`src/rtl/dtp_defines.svh`:
```
// Purpose: Offsets, field positions, masks and reset values of the timing registers
// Assumes: 8-bit byte address on the register bus, 32-bit data
// Notes:   Definitions only
`ifndef DTP_DEFINES_SVH
`define DTP_DEFINES_SVH

`define DTP_ADDR_W           8
`define DTP_OFF_TIMING_A     8'h94
`define DTP_OFF_TIMING_B     8'h98

`define DTP_MRD_LSB          24
`define DTP_DAL_LSB          16
`define DTP_CKESR_LSB        8
`define DTP_CCD_LSB          0
`define DTP_TRC_LSB          24
`define DTP_FAW_LSB          16
`define DTP_OOR_LSB          8
`define DTP_TWR_LSB          0

`define DTP_TIMING_A_WMASK   32'h1f1f1f1f
`define DTP_TIMING_B_WMASK   32'h3f3f001f
`define DTP_TIMING_B_RMASK   32'h3f3f3f1f
`define DTP_TIMING_A_RESET   32'h00000000
`define DTP_TIMING_B_RESET   32'h00000000
`define DTP_CKE_RESET        1'b1
`define DTP_FAW_PTR_RESET    2'h0

`define DTP_NUM_BANKS        8
`define DTP_FAW_SLOTS        4
`define DTP_GAP_W            6

`define DTP_RESP_OKAY        2'h0
`define DTP_RESP_SLVERR      2'h2

`endif

```
`src/rtl/dtp_pkg.sv`:
```
// Purpose: Types shared by the timing register block and its gap timers
// Assumes: Constants live in dtp_defines.svh
// Notes:   One packed state struct per module
`include "dtp_defines.svh"
`default_nettype none

package dtp_pkg;

    typedef enum logic [1:0] {
        DTP_WR_COLLECT = 2'b01,
        DTP_WR_RESP    = 2'b10
    } dtp_wr_state_type;

    typedef struct packed {
        logic [`DTP_GAP_W-1:0] cnt;
    } dtp_timer_state_type;

    typedef struct packed {
        logic [31:0]              timing_a;
        logic [31:0]              timing_b;
        logic                     aw_held;
        logic [`DTP_ADDR_W-1:0]   awaddr;
        logic                     w_held;
        logic [31:0]              wdata;
        logic [3:0]               wstrb;
        dtp_wr_state_type         wst;
        logic [1:0]               bresp;
        logic                     rvalid;
        logic [31:0]              rdata;
        logic [1:0]               rresp;
        logic                     cke;
        logic                     in_sr;
        logic [1:0]               faw_ptr;
    } dtp_regs_state_type;

endpackage

`default_nettype wire

```
`src/rtl/dtp_timing_regs.sv`:
```
// Purpose: DRAM timing registers with AXI4-Lite access and the gap checks they steer
// Assumes: Scheduler strobes are one-cycle pulses on aclk, issued only when allowed
// Notes:   Gap outputs only advise; only self-refresh exit is held back here, until the minimum
// Contract
// - Space mode register writes by programmed count
// - Auto-precharge writes apply write recovery plus precharge
// - Hold clock enable low self-refresh minimum
// - Space column commands by CAS-to-CAS delay
// - Same-bank activates spaced by row cycle time
// - Enforce four-activate window on activates
// - Record out-of-range command type, read-only
// - Write recovery before precharge to same bank
`include "dtp_defines.svh"
`default_nettype none

module dtp_timing_regs (
    input  wire logic                          aclk,
    input  wire logic                          aresetn,
    input  wire logic [`DTP_ADDR_W-1:0]        s_axi_awaddr,
    input  wire logic                          s_axi_awvalid,
    output logic                               s_axi_awready,
    input  wire logic [31:0]                   s_axi_wdata,
    input  wire logic [3:0]                    s_axi_wstrb,
    input  wire logic                          s_axi_wvalid,
    output logic                               s_axi_wready,
    output logic [1:0]                         s_axi_bresp,
    output logic                               s_axi_bvalid,
    input  wire logic                          s_axi_bready,
    input  wire logic [`DTP_ADDR_W-1:0]        s_axi_araddr,
    input  wire logic                          s_axi_arvalid,
    output logic                               s_axi_arready,
    output logic [31:0]                        s_axi_rdata,
    output logic [1:0]                         s_axi_rresp,
    output logic                               s_axi_rvalid,
    input  wire logic                          s_axi_rready,
    input  wire logic                          auto_precharge_enable,
    input  wire logic                          mrw_issue,
    input  wire logic                          col_issue,
    input  wire logic                          act_issue,
    input  wire logic [2:0]                    act_bank,
    input  wire logic                          wr_burst_end,
    input  wire logic [2:0]                    wr_bank,
    input  wire logic                          sr_enter,
    input  wire logic                          sr_exit_req,
    input  wire logic                          oor_event,
    input  wire logic [5:0]                    oor_cmd_type,
    output logic                               mrw_allowed,
    output logic                               col_allowed,
    output logic [`DTP_NUM_BANKS-1:0]          act_allowed,
    output logic [`DTP_NUM_BANKS-1:0]          pre_allowed,
    output logic                               dram_cke
);

    dtp_pkg::dtp_regs_state_type state_reg;
    dtp_pkg::dtp_regs_state_type state_next;

    logic [`DTP_GAP_W-1:0]      mrd_gap;
    logic [`DTP_GAP_W-1:0]      dal_gap;
    logic [`DTP_GAP_W-1:0]      ckesr_gap;
    logic [`DTP_GAP_W-1:0]      ccd_gap;
    logic [`DTP_GAP_W-1:0]      trc_gap;
    logic [`DTP_GAP_W-1:0]      faw_gap;
    logic [`DTP_GAP_W-1:0]      twr_gap;
    logic                       ckesr_ready;
    logic [`DTP_NUM_BANKS-1:0]  trc_ready;
    logic [`DTP_NUM_BANKS-1:0]  dal_ready;
    logic [`DTP_NUM_BANKS-1:0]  twr_ready;
    logic [`DTP_FAW_SLOTS-1:0]  faw_ready;
    logic                       faw_ok;
    logic                       aw_take;
    logic                       w_take;
    logic                       aw_have;
    logic                       w_have;
    logic [`DTP_ADDR_W-1:0]     wr_addr;
    logic [31:0]                wr_data;
    logic [3:0]                 wr_strb;
    logic                       ar_take;

    // Field extraction; 5-bit fields zero-extended to the timer width
    assign mrd_gap   = {1'b0, state_reg.timing_a[`DTP_MRD_LSB +: 5]};
    assign dal_gap   = {1'b0, state_reg.timing_a[`DTP_DAL_LSB +: 5]};
    assign ckesr_gap = {1'b0, state_reg.timing_a[`DTP_CKESR_LSB +: 5]};
    assign ccd_gap   = {1'b0, state_reg.timing_a[`DTP_CCD_LSB +: 5]};
    assign trc_gap   = state_reg.timing_b[`DTP_TRC_LSB +: 6];
    assign faw_gap   = state_reg.timing_b[`DTP_FAW_LSB +: 6];
    assign twr_gap   = {1'b0, state_reg.timing_b[`DTP_TWR_LSB +: 5]};

    function automatic logic [31:0] merge_bytes(
        input logic [31:0] old_val,
        input logic [31:0] new_val,
        input logic [3:0]  strb,
        input logic [31:0] wmask
    );
        logic [31:0] res;
        res = old_val;
        for (int b = 0; b < 4; b++) begin
            if (strb[b]) begin
                res[b*8 +: 8] = new_val[b*8 +: 8];
            end
        end
        // Bits outside the mask keep their value: reserved and read-only
        merge_bytes = (res & wmask) | (old_val & ~wmask);
    endfunction

    // Write address and data are taken independently, in either order
    assign s_axi_awready = !state_reg.aw_held && (state_reg.wst == dtp_pkg::DTP_WR_COLLECT);
    assign s_axi_wready  = !state_reg.w_held && (state_reg.wst == dtp_pkg::DTP_WR_COLLECT);
    assign aw_take       = s_axi_awvalid && s_axi_awready;
    assign w_take        = s_axi_wvalid && s_axi_wready;
    assign aw_have       = state_reg.aw_held || aw_take;
    assign w_have        = state_reg.w_held || w_take;
    assign wr_addr       = state_reg.aw_held ? state_reg.awaddr : s_axi_awaddr;
    assign wr_data       = state_reg.w_held ? state_reg.wdata : s_axi_wdata;
    assign wr_strb       = state_reg.w_held ? state_reg.wstrb : s_axi_wstrb;
    assign s_axi_bvalid  = (state_reg.wst == dtp_pkg::DTP_WR_RESP);
    assign s_axi_bresp   = state_reg.bresp;

    // One read outstanding; the next address waits until the data is taken
    assign s_axi_arready = !state_reg.rvalid;
    assign ar_take       = s_axi_arvalid && s_axi_arready;
    assign s_axi_rvalid  = state_reg.rvalid;
    assign s_axi_rdata   = state_reg.rdata;
    assign s_axi_rresp   = state_reg.rresp;

    // Oldest slot of the window must have expired before a fifth activate
    assign faw_ok = faw_ready[state_reg.faw_ptr];

    always_comb begin
        state_next = state_reg;

        unique case (state_reg.wst)
            dtp_pkg::DTP_WR_COLLECT: begin
                if (aw_have && w_have) begin
                    state_next.aw_held = 1'b0;
                    state_next.w_held  = 1'b0;
                    state_next.wst     = dtp_pkg::DTP_WR_RESP;
                    state_next.bresp   = `DTP_RESP_OKAY;
                    if (wr_addr == `DTP_OFF_TIMING_A) begin
                        state_next.timing_a = merge_bytes(state_reg.timing_a, wr_data,
                                                          wr_strb, `DTP_TIMING_A_WMASK);
                    end else if (wr_addr == `DTP_OFF_TIMING_B) begin
                        state_next.timing_b = merge_bytes(state_reg.timing_b, wr_data,
                                                          wr_strb, `DTP_TIMING_B_WMASK);
                    end else begin
                        state_next.bresp = `DTP_RESP_SLVERR;
                    end
                end else begin
                    if (aw_take) begin
                        state_next.aw_held = 1'b1;
                        state_next.awaddr  = s_axi_awaddr;
                    end
                    if (w_take) begin
                        state_next.w_held = 1'b1;
                        state_next.wdata  = s_axi_wdata;
                        state_next.wstrb  = s_axi_wstrb;
                    end
                end
            end
            dtp_pkg::DTP_WR_RESP: begin
                if (s_axi_bready) begin
                    state_next.wst = dtp_pkg::DTP_WR_COLLECT;
                end
            end
            default: begin
                state_next.wst = dtp_pkg::DTP_WR_COLLECT;
            end
        endcase

        if (state_reg.rvalid && s_axi_rready) begin
            state_next.rvalid = 1'b0;
        end
        if (ar_take) begin
            state_next.rvalid = 1'b1;
            state_next.rresp  = `DTP_RESP_OKAY;
            if (s_axi_araddr == `DTP_OFF_TIMING_A) begin
                state_next.rdata = state_reg.timing_a & `DTP_TIMING_A_WMASK;
            end else if (s_axi_araddr == `DTP_OFF_TIMING_B) begin
                state_next.rdata = state_reg.timing_b & `DTP_TIMING_B_RMASK;
            end else begin
                state_next.rdata = 32'h00000000;
                state_next.rresp = `DTP_RESP_SLVERR;
            end
        end

        // Hardware-only field; software writes are masked off above
        if (oor_event) begin
            state_next.timing_b[`DTP_OOR_LSB +: 6] = oor_cmd_type;
        end

        // Self-refresh: drop clock enable, release only after the minimum
        if (sr_enter && !state_reg.in_sr) begin
            state_next.in_sr = 1'b1;
            state_next.cke   = 1'b0;
        end else if (state_reg.in_sr && sr_exit_req && ckesr_ready) begin
            state_next.in_sr = 1'b0;
            state_next.cke   = 1'b1;
        end

        if (act_issue) begin
            state_next.faw_ptr = state_reg.faw_ptr + 2'h1;
        end
    end

    always_ff @(posedge aclk) begin
        if (!aresetn) begin
            state_reg.timing_a <= `DTP_TIMING_A_RESET;
            state_reg.timing_b <= `DTP_TIMING_B_RESET;
            state_reg.aw_held  <= 1'b0;
            state_reg.awaddr   <= '0;
            state_reg.w_held   <= 1'b0;
            state_reg.wdata    <= 32'h00000000;
            state_reg.wstrb    <= 4'h0;
            state_reg.wst      <= dtp_pkg::DTP_WR_COLLECT;
            state_reg.bresp    <= `DTP_RESP_OKAY;
            state_reg.rvalid   <= 1'b0;
            state_reg.rdata    <= 32'h00000000;
            state_reg.rresp    <= `DTP_RESP_OKAY;
            state_reg.cke      <= `DTP_CKE_RESET;
            state_reg.in_sr    <= 1'b0;
            state_reg.faw_ptr  <= `DTP_FAW_PTR_RESET;
        end else begin
            state_reg <= state_next;
        end
    end

    assign dram_cke = state_reg.cke;

    dtp_gap_timer u_mrd (
        .aclk    (aclk),
        .aresetn (aresetn),
        .load    (mrw_issue),
        .gap     (mrd_gap),
        .ready   (mrw_allowed)
    );

    dtp_gap_timer u_ccd (
        .aclk    (aclk),
        .aresetn (aresetn),
        .load    (col_issue),
        .gap     (ccd_gap),
        .ready   (col_allowed)
    );

    dtp_gap_timer u_ckesr (
        .aclk    (aclk),
        .aresetn (aresetn),
        .load    (sr_enter && !state_reg.in_sr),
        .gap     (ckesr_gap),
        .ready   (ckesr_ready)
    );

    genvar gi;
    generate
        for (gi = 0; gi < `DTP_NUM_BANKS; gi++) begin : g_bank
            dtp_gap_timer u_trc (
                .aclk    (aclk),
                .aresetn (aresetn),
                .load    (act_issue && (act_bank == 3'(gi))),
                .gap     (trc_gap),
                .ready   (trc_ready[gi])
            );

            // Auto precharge closes the row itself; next activate waits the full sum
            dtp_gap_timer u_dal (
                .aclk    (aclk),
                .aresetn (aresetn),
                .load    (wr_burst_end && auto_precharge_enable && (wr_bank == 3'(gi))),
                .gap     (dal_gap),
                .ready   (dal_ready[gi])
            );

            dtp_gap_timer u_twr (
                .aclk    (aclk),
                .aresetn (aresetn),
                .load    (wr_burst_end && (wr_bank == 3'(gi))),
                .gap     (twr_gap),
                .ready   (twr_ready[gi])
            );

            assign act_allowed[gi] = trc_ready[gi] && dal_ready[gi] && faw_ok;
            assign pre_allowed[gi] = twr_ready[gi];
        end

        for (gi = 0; gi < `DTP_FAW_SLOTS; gi++) begin : g_faw
            dtp_gap_timer u_faw (
                .aclk    (aclk),
                .aresetn (aresetn),
                .load    (act_issue && (state_reg.faw_ptr == 2'(gi))),
                .gap     (faw_gap),
                .ready   (faw_ready[gi])
            );
        end
    endgenerate

endmodule

`default_nettype wire

```
`src/rtl/dtp_gap_timer.sv`:
```
// Purpose: Least-gap timer; ready is high once gap cycles have passed since load
// Assumes: load is a one-cycle pulse from logic on aclk
// Notes:   A gap of 0 or 1 leaves ready high in the cycle after load
`include "dtp_defines.svh"
`default_nettype none

module dtp_gap_timer (
    input  wire logic                  aclk,
    input  wire logic                  aresetn,
    input  wire logic                  load,
    input  wire logic [`DTP_GAP_W-1:0] gap,
    output logic                       ready
);

    dtp_pkg::dtp_timer_state_type state_reg;
    dtp_pkg::dtp_timer_state_type state_next;

    always_comb begin
        state_next = state_reg;
        if (load) begin
            // Load gap-1 so the next event may issue exactly gap cycles later
            state_next.cnt = (gap == '0) ? '0 : gap - `DTP_GAP_W'(1);
        end else if (state_reg.cnt != '0) begin
            state_next.cnt = state_reg.cnt - `DTP_GAP_W'(1);
        end
    end

    always_ff @(posedge aclk) begin
        if (!aresetn) begin
            state_reg.cnt <= '0;
        end else begin
            state_reg <= state_next;
        end
    end

    assign ready = (state_reg.cnt == '0);

endmodule

`default_nettype wire

```
`config.mk`:
```
export PLATFORM = sky130hd
export DESIGN_NAME = dtp_timing_regs
export DESIGN_NICKNAME = d
export VERILOG_FILES = /design/src/rtl/dtp_pkg.sv /design/src/rtl/dtp_timing_regs.sv /design/src/rtl/dtp_gap_timer.sv
export VERILOG_INCLUDE_DIRS = /design/src /design/src/rtl
export SDC_FILE = /design/constraint.sdc
export NUM_CORES = 1
export LEC_CHECK = 0
export BUFFER_PORTS_ARGS = -buffer_cell sky130_fd_sc_hd__buf_4
export CAP_MARGIN = 25
export CORE_ASPECT_RATIO = 0.8
export CORE_MARGIN = 8
export CORE_UTILIZATION = 33
export CTS_BUF_LIST = sky130_fd_sc_hd__clkbuf_8
export DETAILED_ROUTE_END_ITERATION = 12
export GPL_TIMING_DRIVEN = 1
export PLACE_DENSITY = 0.54
export SKIP_CTS_REPAIR_TIMING = 1
export SYNTH_ARGS = -nofsm -noshare
export SYNTH_HDL_FRONTEND = slang
export SYNTH_HIERARCHICAL = 1
export SYNTH_SLANG_ARGS = --single-unit
```
`constraint.sdc`:
```
create_clock -name aclk -period 2.3 [get_ports aclk]
set_input_delay 0.46 -clock aclk [delete_from_list [all_inputs] [get_ports aclk]]
set_output_delay 0.46 -clock aclk [all_outputs]
set_load 0.05 [all_outputs]
```
==> results of run 1 <==
## cell usage after synthesis, types with 31 or more instances
library cell	n	area share [%]
dfxtp_1	297	30
xnor2_1	217	9.5
nand2_1	149	2.8
nor2_1	140	2.6
inv_1	131	2.5
ha_1	128	8.0
nor3b_1	96	3.6
nor3_1	70	1.8
o22a_2	63	3.2
nor3_2	62	3.1
o22a_1	61	2.7
mux2i_1	55	2.8
o21ai_0	55	1.4
nand3_1	40	1.0
nand2b_1	39	1.2
buf_4	36	1.4
a21oi_1	34	0.85
xor2_1	32	1.4
a21bo_2	31	1.6
and3b_1	31	1.4
nor2_2	31	0.97
o21ai_4	31	2.5
o21ba_2	31	1.6
o221a_1	31	1.8
o32ai_1	31	1.4
or2_1	31	0.97
or3_4	31	1.8
## critical path, cell delays in order, from the launching register on
cell,delay [ps]
dfxtp_2,330
inv_2,50
ha_4,150
and3b_2,210
mux4_2,500
buf_12,170
and3_4,180
buf_8,140
## stage by stage
stage | setup TNS [ps] | utilization, % | cell area [um2] | instances
after floorplan | 0 | - | 20100 | 2204
after global placement | -85.2 | 37.5 | 22400 | 3114
after detailed placement | -141 | 37.5 | 22400 | 3114
after CTS | -6280 | 39.6 | 23600 | 3215
after global routing | -5110 | 40.0 | 23900 | 3221
final | -4380 | 40.0 | 23900 | 3221
## area by class of cell
class / count / area, um2
sequential: 297 / 5960
clock inverter: 22 / 131
tap: 779 / 975
inverter: 131 / 492
fill: 5930 / 35800
multi-input combinational: 1705 / 13400
clock buffer: 79 / 1090
timing repair buffer: 208 / 1830
## where the power goes
| part | total (mW) | internal (mW) | switching (mW) |
|---|---|---|---|
| clock | 5.59 | 3.14 | 2.45 |
| combinational | 13.5 | 6.94 | 6.53 |
| sequential | 8.19 | 6.74 | 1.44 |
| total | 27.3 | 16.8 | 10.4 |
## kinds of logic (layout without fill, tap and decap cells)
group	after synthesis	count (layout)	synth area share, %
mux	80	80	4.23
fa+ha+maj	128	128	8.04
xor+xnor	249	249	10.9
flops	297	297	29.8
simple gates	769	769	22.9
other cells	1	49	0.0188
buf+inv	202	440	4.54
compound gates	430	430	19.5
## per-layer routing
metal / share of wire (%) / GRT usage, % / up-vias
met5: 0 / 0 / -
met4: 2.0 / 4.15 / 0
met3: 4.2 / 3.07 / 74
met2: 44 / 22.5 / 225
met1: 50 / 19.4 / 7476
li1: - / - / 8040
## worst max path at each step
| stage | end | from | slack (ps) |
|---|---|---|---|
| 2_1_floorplan | g_bank[4].u_trc/state_reg[5] | act_issue | 120 |
| 3_3_place_gp | act_allowed[1] | g_faw[2].u_faw/state_reg[0] | -10 |
| 3_5_place_dp | act_allowed[2] | g_faw[2].u_faw/state_reg[0] | -20 |
| 4_1_cts | act_allowed[2] | g_faw[0].u_faw/state_reg[0] | -760 |
| 5_1_grt | act_allowed[4] | g_faw[2].u_faw/state_reg[1] | -640 |
| 6_report | act_allowed[7] | g_faw[2].u_faw/state_reg[1] | -550 |
==> impl_results.md, run 1 <==
* RSZ-0062 raised after global routing: yes
* Outcome: finished with violations
* Ports at 139
* Final period util at 124%
* Mapped Cells at 2156
* Hold endpoint: s_axi_rvalid
* Mapped Area at 19900 um2
* Final HPWL DP at 36.1 mm
* Worst setup SP type: register
* RR Startpoint: state_reg[88]
* Vias in the first global route at 16188
* DRT Pass-1 Iters at 4
* Antenna Nets Post-Route at 0
* Netlist cell types at 55
* Synth-to-layout area growth at 19.7%
* Setup CP Type: reg -> out
* Tightest Pin Transition at 1040 ps
* Failing checks: setup timing
* Hold Fails Final Rpt at 0
* First DRT Iteration DRCs at 620
* Die span in y at 236 um
* # setup viols final at 8
* Avg Inst Size Synth at 9.24 um2
* Row count at 80
* Final worst setup slack at -551 ps
* Slack of the worst reg-to-reg path at 290 ps
* Crit end category: output port
* Most frequent cells in the layout: dfxtp_1 (288), xnor2_1 (217), buf_4 (180)
* Clock Skews at 40.1 ps
* FF-to-FF End: state_reg[116]
* Vias per cell at 4.91
* Fin. max-slew vios at 0
* Post-synthesis sequential area ratio at 29.8%
* WHS Path Cells at 2
* Post-layout min period at 2850 ps
* Fmax at 0.351 GHz
* Max-slew headroom at 30.8%
* TritonCTS clock tree: done
* Hold_ws at 43.8 ps
* Critical path data arrival time at 2390 ps
* Largest net degree at the start of global routing at 68
* Core ar. at 59700 um2
* Beginning of the worst hold path: s_axi_arvalid
* Initial core utilization at 33.4%
* Overall power at 27.3 mW
* GR Overflow Total at 0
* Clock Latency Late Sink at 650 ps
* Yosys warning total at 6
* Final nets at 2606
* Final GP Congestion at 0.779
* Critical path required time at 1840 ps
* Maximum vdd ir drop at 0.000429 V
* Die X-Extent at 291 um
* Die area at 68600 um2
* Layout cells sized above 1 at 26.1%
* Final wirelength at 50.5 mm
* DRC at 0
* Clock buffer count from CTS at 56
* EDFF count, synth at 0
* Initial antenna violation count at 0
* Clk buf depth at 3
* Main synth FF type: dfxtp_1
* Most common cell after layout, fill and taps aside: dfxtp_1
* Static Leak at 9.20 nW
* Max cap viols at 0
* CTS clk-pin slew, worst paths at 60 ps
* Total global-route track usage at 14.3%
* Worst slack, placed at -23.2 ps
* CTS Sinks at 297
* H-tree depth at 2
* Power per cell area at 1140 nW/um2
* Port-buffer cells at 117
* Post-synthesis async set-or-reset flop share at 0%
* Worst r2r path cells at 5
* Number of flip-flops in the largest register at 58
* First-pass GRT wire length at 83.2 mm
* Via count at 15815
* Drt wl/cell at 15.7 um
* Hold Path Class: in -> reg
* CTS root buffer: clkbuf_8
* Yosys reg bits at 297
* ANT cells at 0
* Crit-path max FO at 8
Note: power is estimated with default switching activity, not from simulation.
==> run 2: changes to the inputs <==
--- a/config.mk
+++ b/config.mk
@@ -6,15 +6,15 @@
 export SDC_FILE = /design/constraint.sdc
 export NUM_CORES = 1
 export LEC_CHECK = 0
+export ABC_AREA = 1
 export BUFFER_PORTS_ARGS = -buffer_cell sky130_fd_sc_hd__buf_4
-export CAP_MARGIN = 25
 export CORE_ASPECT_RATIO = 0.8
 export CORE_MARGIN = 8
 export CORE_UTILIZATION = 33
 export CTS_BUF_LIST = sky130_fd_sc_hd__clkbuf_8
 export DETAILED_ROUTE_END_ITERATION = 12
 export GPL_TIMING_DRIVEN = 1
-export PLACE_DENSITY = 0.54
+export PLACE_DENSITY = 0.53
 export SKIP_CTS_REPAIR_TIMING = 1
 export SYNTH_ARGS = -nofsm -noshare
 export SYNTH_HDL_FRONTEND = slang
==> impl_results.md, run 2 <==
* Synth top cells by count: nand2_1 (755), inv_1 (508), nor2_1 (385), nand3_1 (307), dfxtp_1 (297)
* EDFF count, synth at 0
* Static Leak at 12.2 nW
* FILL cells at 7374
* Max cap viols at 0
* DRC at 0
* Netlist cell types at 36
* Post-route cell area at 26400 um2
* Largest stage delay, worst path at 340 ps
* Largest net degree at the start of global routing at 86
* DRT Pass-1 Iters at 5
* Clock Latency Late Sink at 660 ps
* Max-slew headroom at 47.0%
* TritonCTS clock tree: done
* H-tree depth at 2
* Most common cell after layout, fill and taps aside: nand2_1
* Yosys top cell area share at 26.2%
* CTS Sinks at 297
* Clock buffer count from CTS at 56
* Placed Area at 25000 um2
* Via count at 20840
* Yosys reg bits at 297
* Synth area leaders: dfxtp_1 (26%), nand2_1 (12%), inv_1 (8.4%), ha_1 (7.1%), nand3_1 (6.8%)
* Setup CP Type: reg -> out
* CTS clk-pin slew, worst paths at 60 ps
* Final worst setup slack at -328 ps
* Main synth FF type: dfxtp_1
* Critical path required time at 1840 ps
* Synth-to-layout area growth at 16.5%
* Number of flip-flops in the largest register at 58
* Fmax at 0.381 GHz
* Post-layout util at 38.6%
* Avg Inst Size Synth at 6.61 um2
* Clock Skews at 39.6 ps
* Final nets at 3879
* Port-buffer cells at 117
* Power per cell area at 1060 nW/um2
* Crit-path cells: nor2_4 > and3_4 > nand2_2 > a32o_2 > buf_12 > nor2_4 > buf_8
* First DRT Iteration DRCs at 907
* Post-layout min period at 2630 ps
* Multi-input logic area at 14500 um2
* Vias per cell at 4.49
* Worst setup SP type: register
* GR Overflow Total at 0
* Yosys top cell by area: dfxtp_1
* Yosys warning total at 6
* First-pass GRT wire length at 95.7 mm
* Critical path data arrival time at 2170 ps
* Ports at 139
* Die area at 77500 um2
* Vias in the first global route at 19084
* Die span in y at 251 um
* Mapped Cells at 3435
* Final wirelength at 57.5 mm
* Most frequent cell after synthesis: nand2_1
* Fin. max-slew vios at 0
* Hold Fails Final Rpt at 0
* Initial core utilization at 33.2%
* Core ar. at 68400 um2
* Hold_ws at 29.4 ps
* # setup viols final at 8
* Worst slack, placed at 153 ps
* Final HPWL DP at 41.9 mm
* Crit end category: output port
* Post-synthesis async set-or-reset flop share at 0%
* Initial antenna violation count at 2
* Clk buf depth at 3
* Tightest Pin Transition at 796 ps
* Crit-path max FO at 7
* CTS root buffer: clkbuf_8
* FF+latch area at 5960 um2
* Layout cells sized above 1 at 22.6%
* Mapped Area at 22700 um2
* Most frequent CP cell: nor2_4
* Maximum vdd ir drop at 0.000466 V
* Total global-route track usage at 14.5%
* Row count at 86
* Worst path slowest cell: dfxtp_2
* Failing checks: setup timing
* Final period util at 114%
* Drt wl/cell at 12.4 um
* Outcome: finished with violations
* Post-synthesis sequential area ratio at 26.2%
* RSZ-0062 raised after global routing: yes
* Fin cells at 4638
* Hold Path Class: in -> reg
* Die X-Extent at 309 um
* Cell total after placement at 4528
* Final GP Congestion at 0.773
* Most frequent cells in the layout: nand2_1 (753), inv_1 (507), nor2_1 (377)
* Antenna Nets Post-Route at 0
==> run 2: final cells by class <==
type / count / area share [%]
multi-input cells: 2549 / 54.8
flip-flops and latches: 297 / 22.5
inverters: 577 / 8.19
repair buffers: 191 / 5.90
well taps: 924 / 4.37
clock buffers: 68 / 3.54
clock inverters: 31 / 0.648
diodes: 1 / 0.00947
==> run 2: worst max-delay path, delay by kind of cell (launching register included) <==
family / cells / cell delay (ps)
buffers and inverters: 2 / 320
DFF: 1 / 340
AOI/OAI and AO/OA: 1 / 270
and+or+nand+nor: 4 / 580
==> run 2: power breakdown <==
part           total [mW]  leakage, nW  switching (mW)  internal, mW
logic                14.7         9.08            8.99          5.73
clock network        5.21        0.643            2.43          2.78
registers            8.19         2.45            1.44          6.75
==> run 2: per-layer routing <==
metal / share of wire (%) / vias to the layer above / track usage (%)
li1: - / 11432 / -
met5: 0.023 / - / 0
met3: 4.8 / 60 / 3.22
met1: 52 / 9080 / 21.0
met2: 41 / 266 / 21.8
met4: 1.4 / 2 / 2.98
==> run 2: path summary, 6_finish.rpt <==
check / start / end / slack (ps) / cells after the start
min reg2reg: state_reg[49] / state_reg[49] / 450 / 2
max: g_faw[1].u_faw/state_reg[4] / act_allowed[6] / -330 / 7
max reg2reg: state_reg[113] / g_bank[5].u_trc/state_reg[5] / 560 / 7
min: oor_cmd_type[2] / state_reg[99] / 30 / 3
==> run 2: stage by stage <==
stage	TNS (ps)	total power, mW
floorplan	0	19.7
global placement	0	22.5
detailed placement	0	22.6
CTS	-4660	28.0
global route	-3260	30.9
finish	-2410	28.1
==> run 2: logic make-up (layout without fill, tap and decap cells) <==
group	Yosys count	in the layout	synth area share, %
AOI/OAI and AO/OA	380	380	11.0
xor gates and xnor gates	33	33	1.27
other	1	69	0.0165
and+or+nand+nor	1940	1940	42.8
buffers and inverters	656	867	11.7
adders and majority gates	128	128	7.06
DFF	297	297	26.2
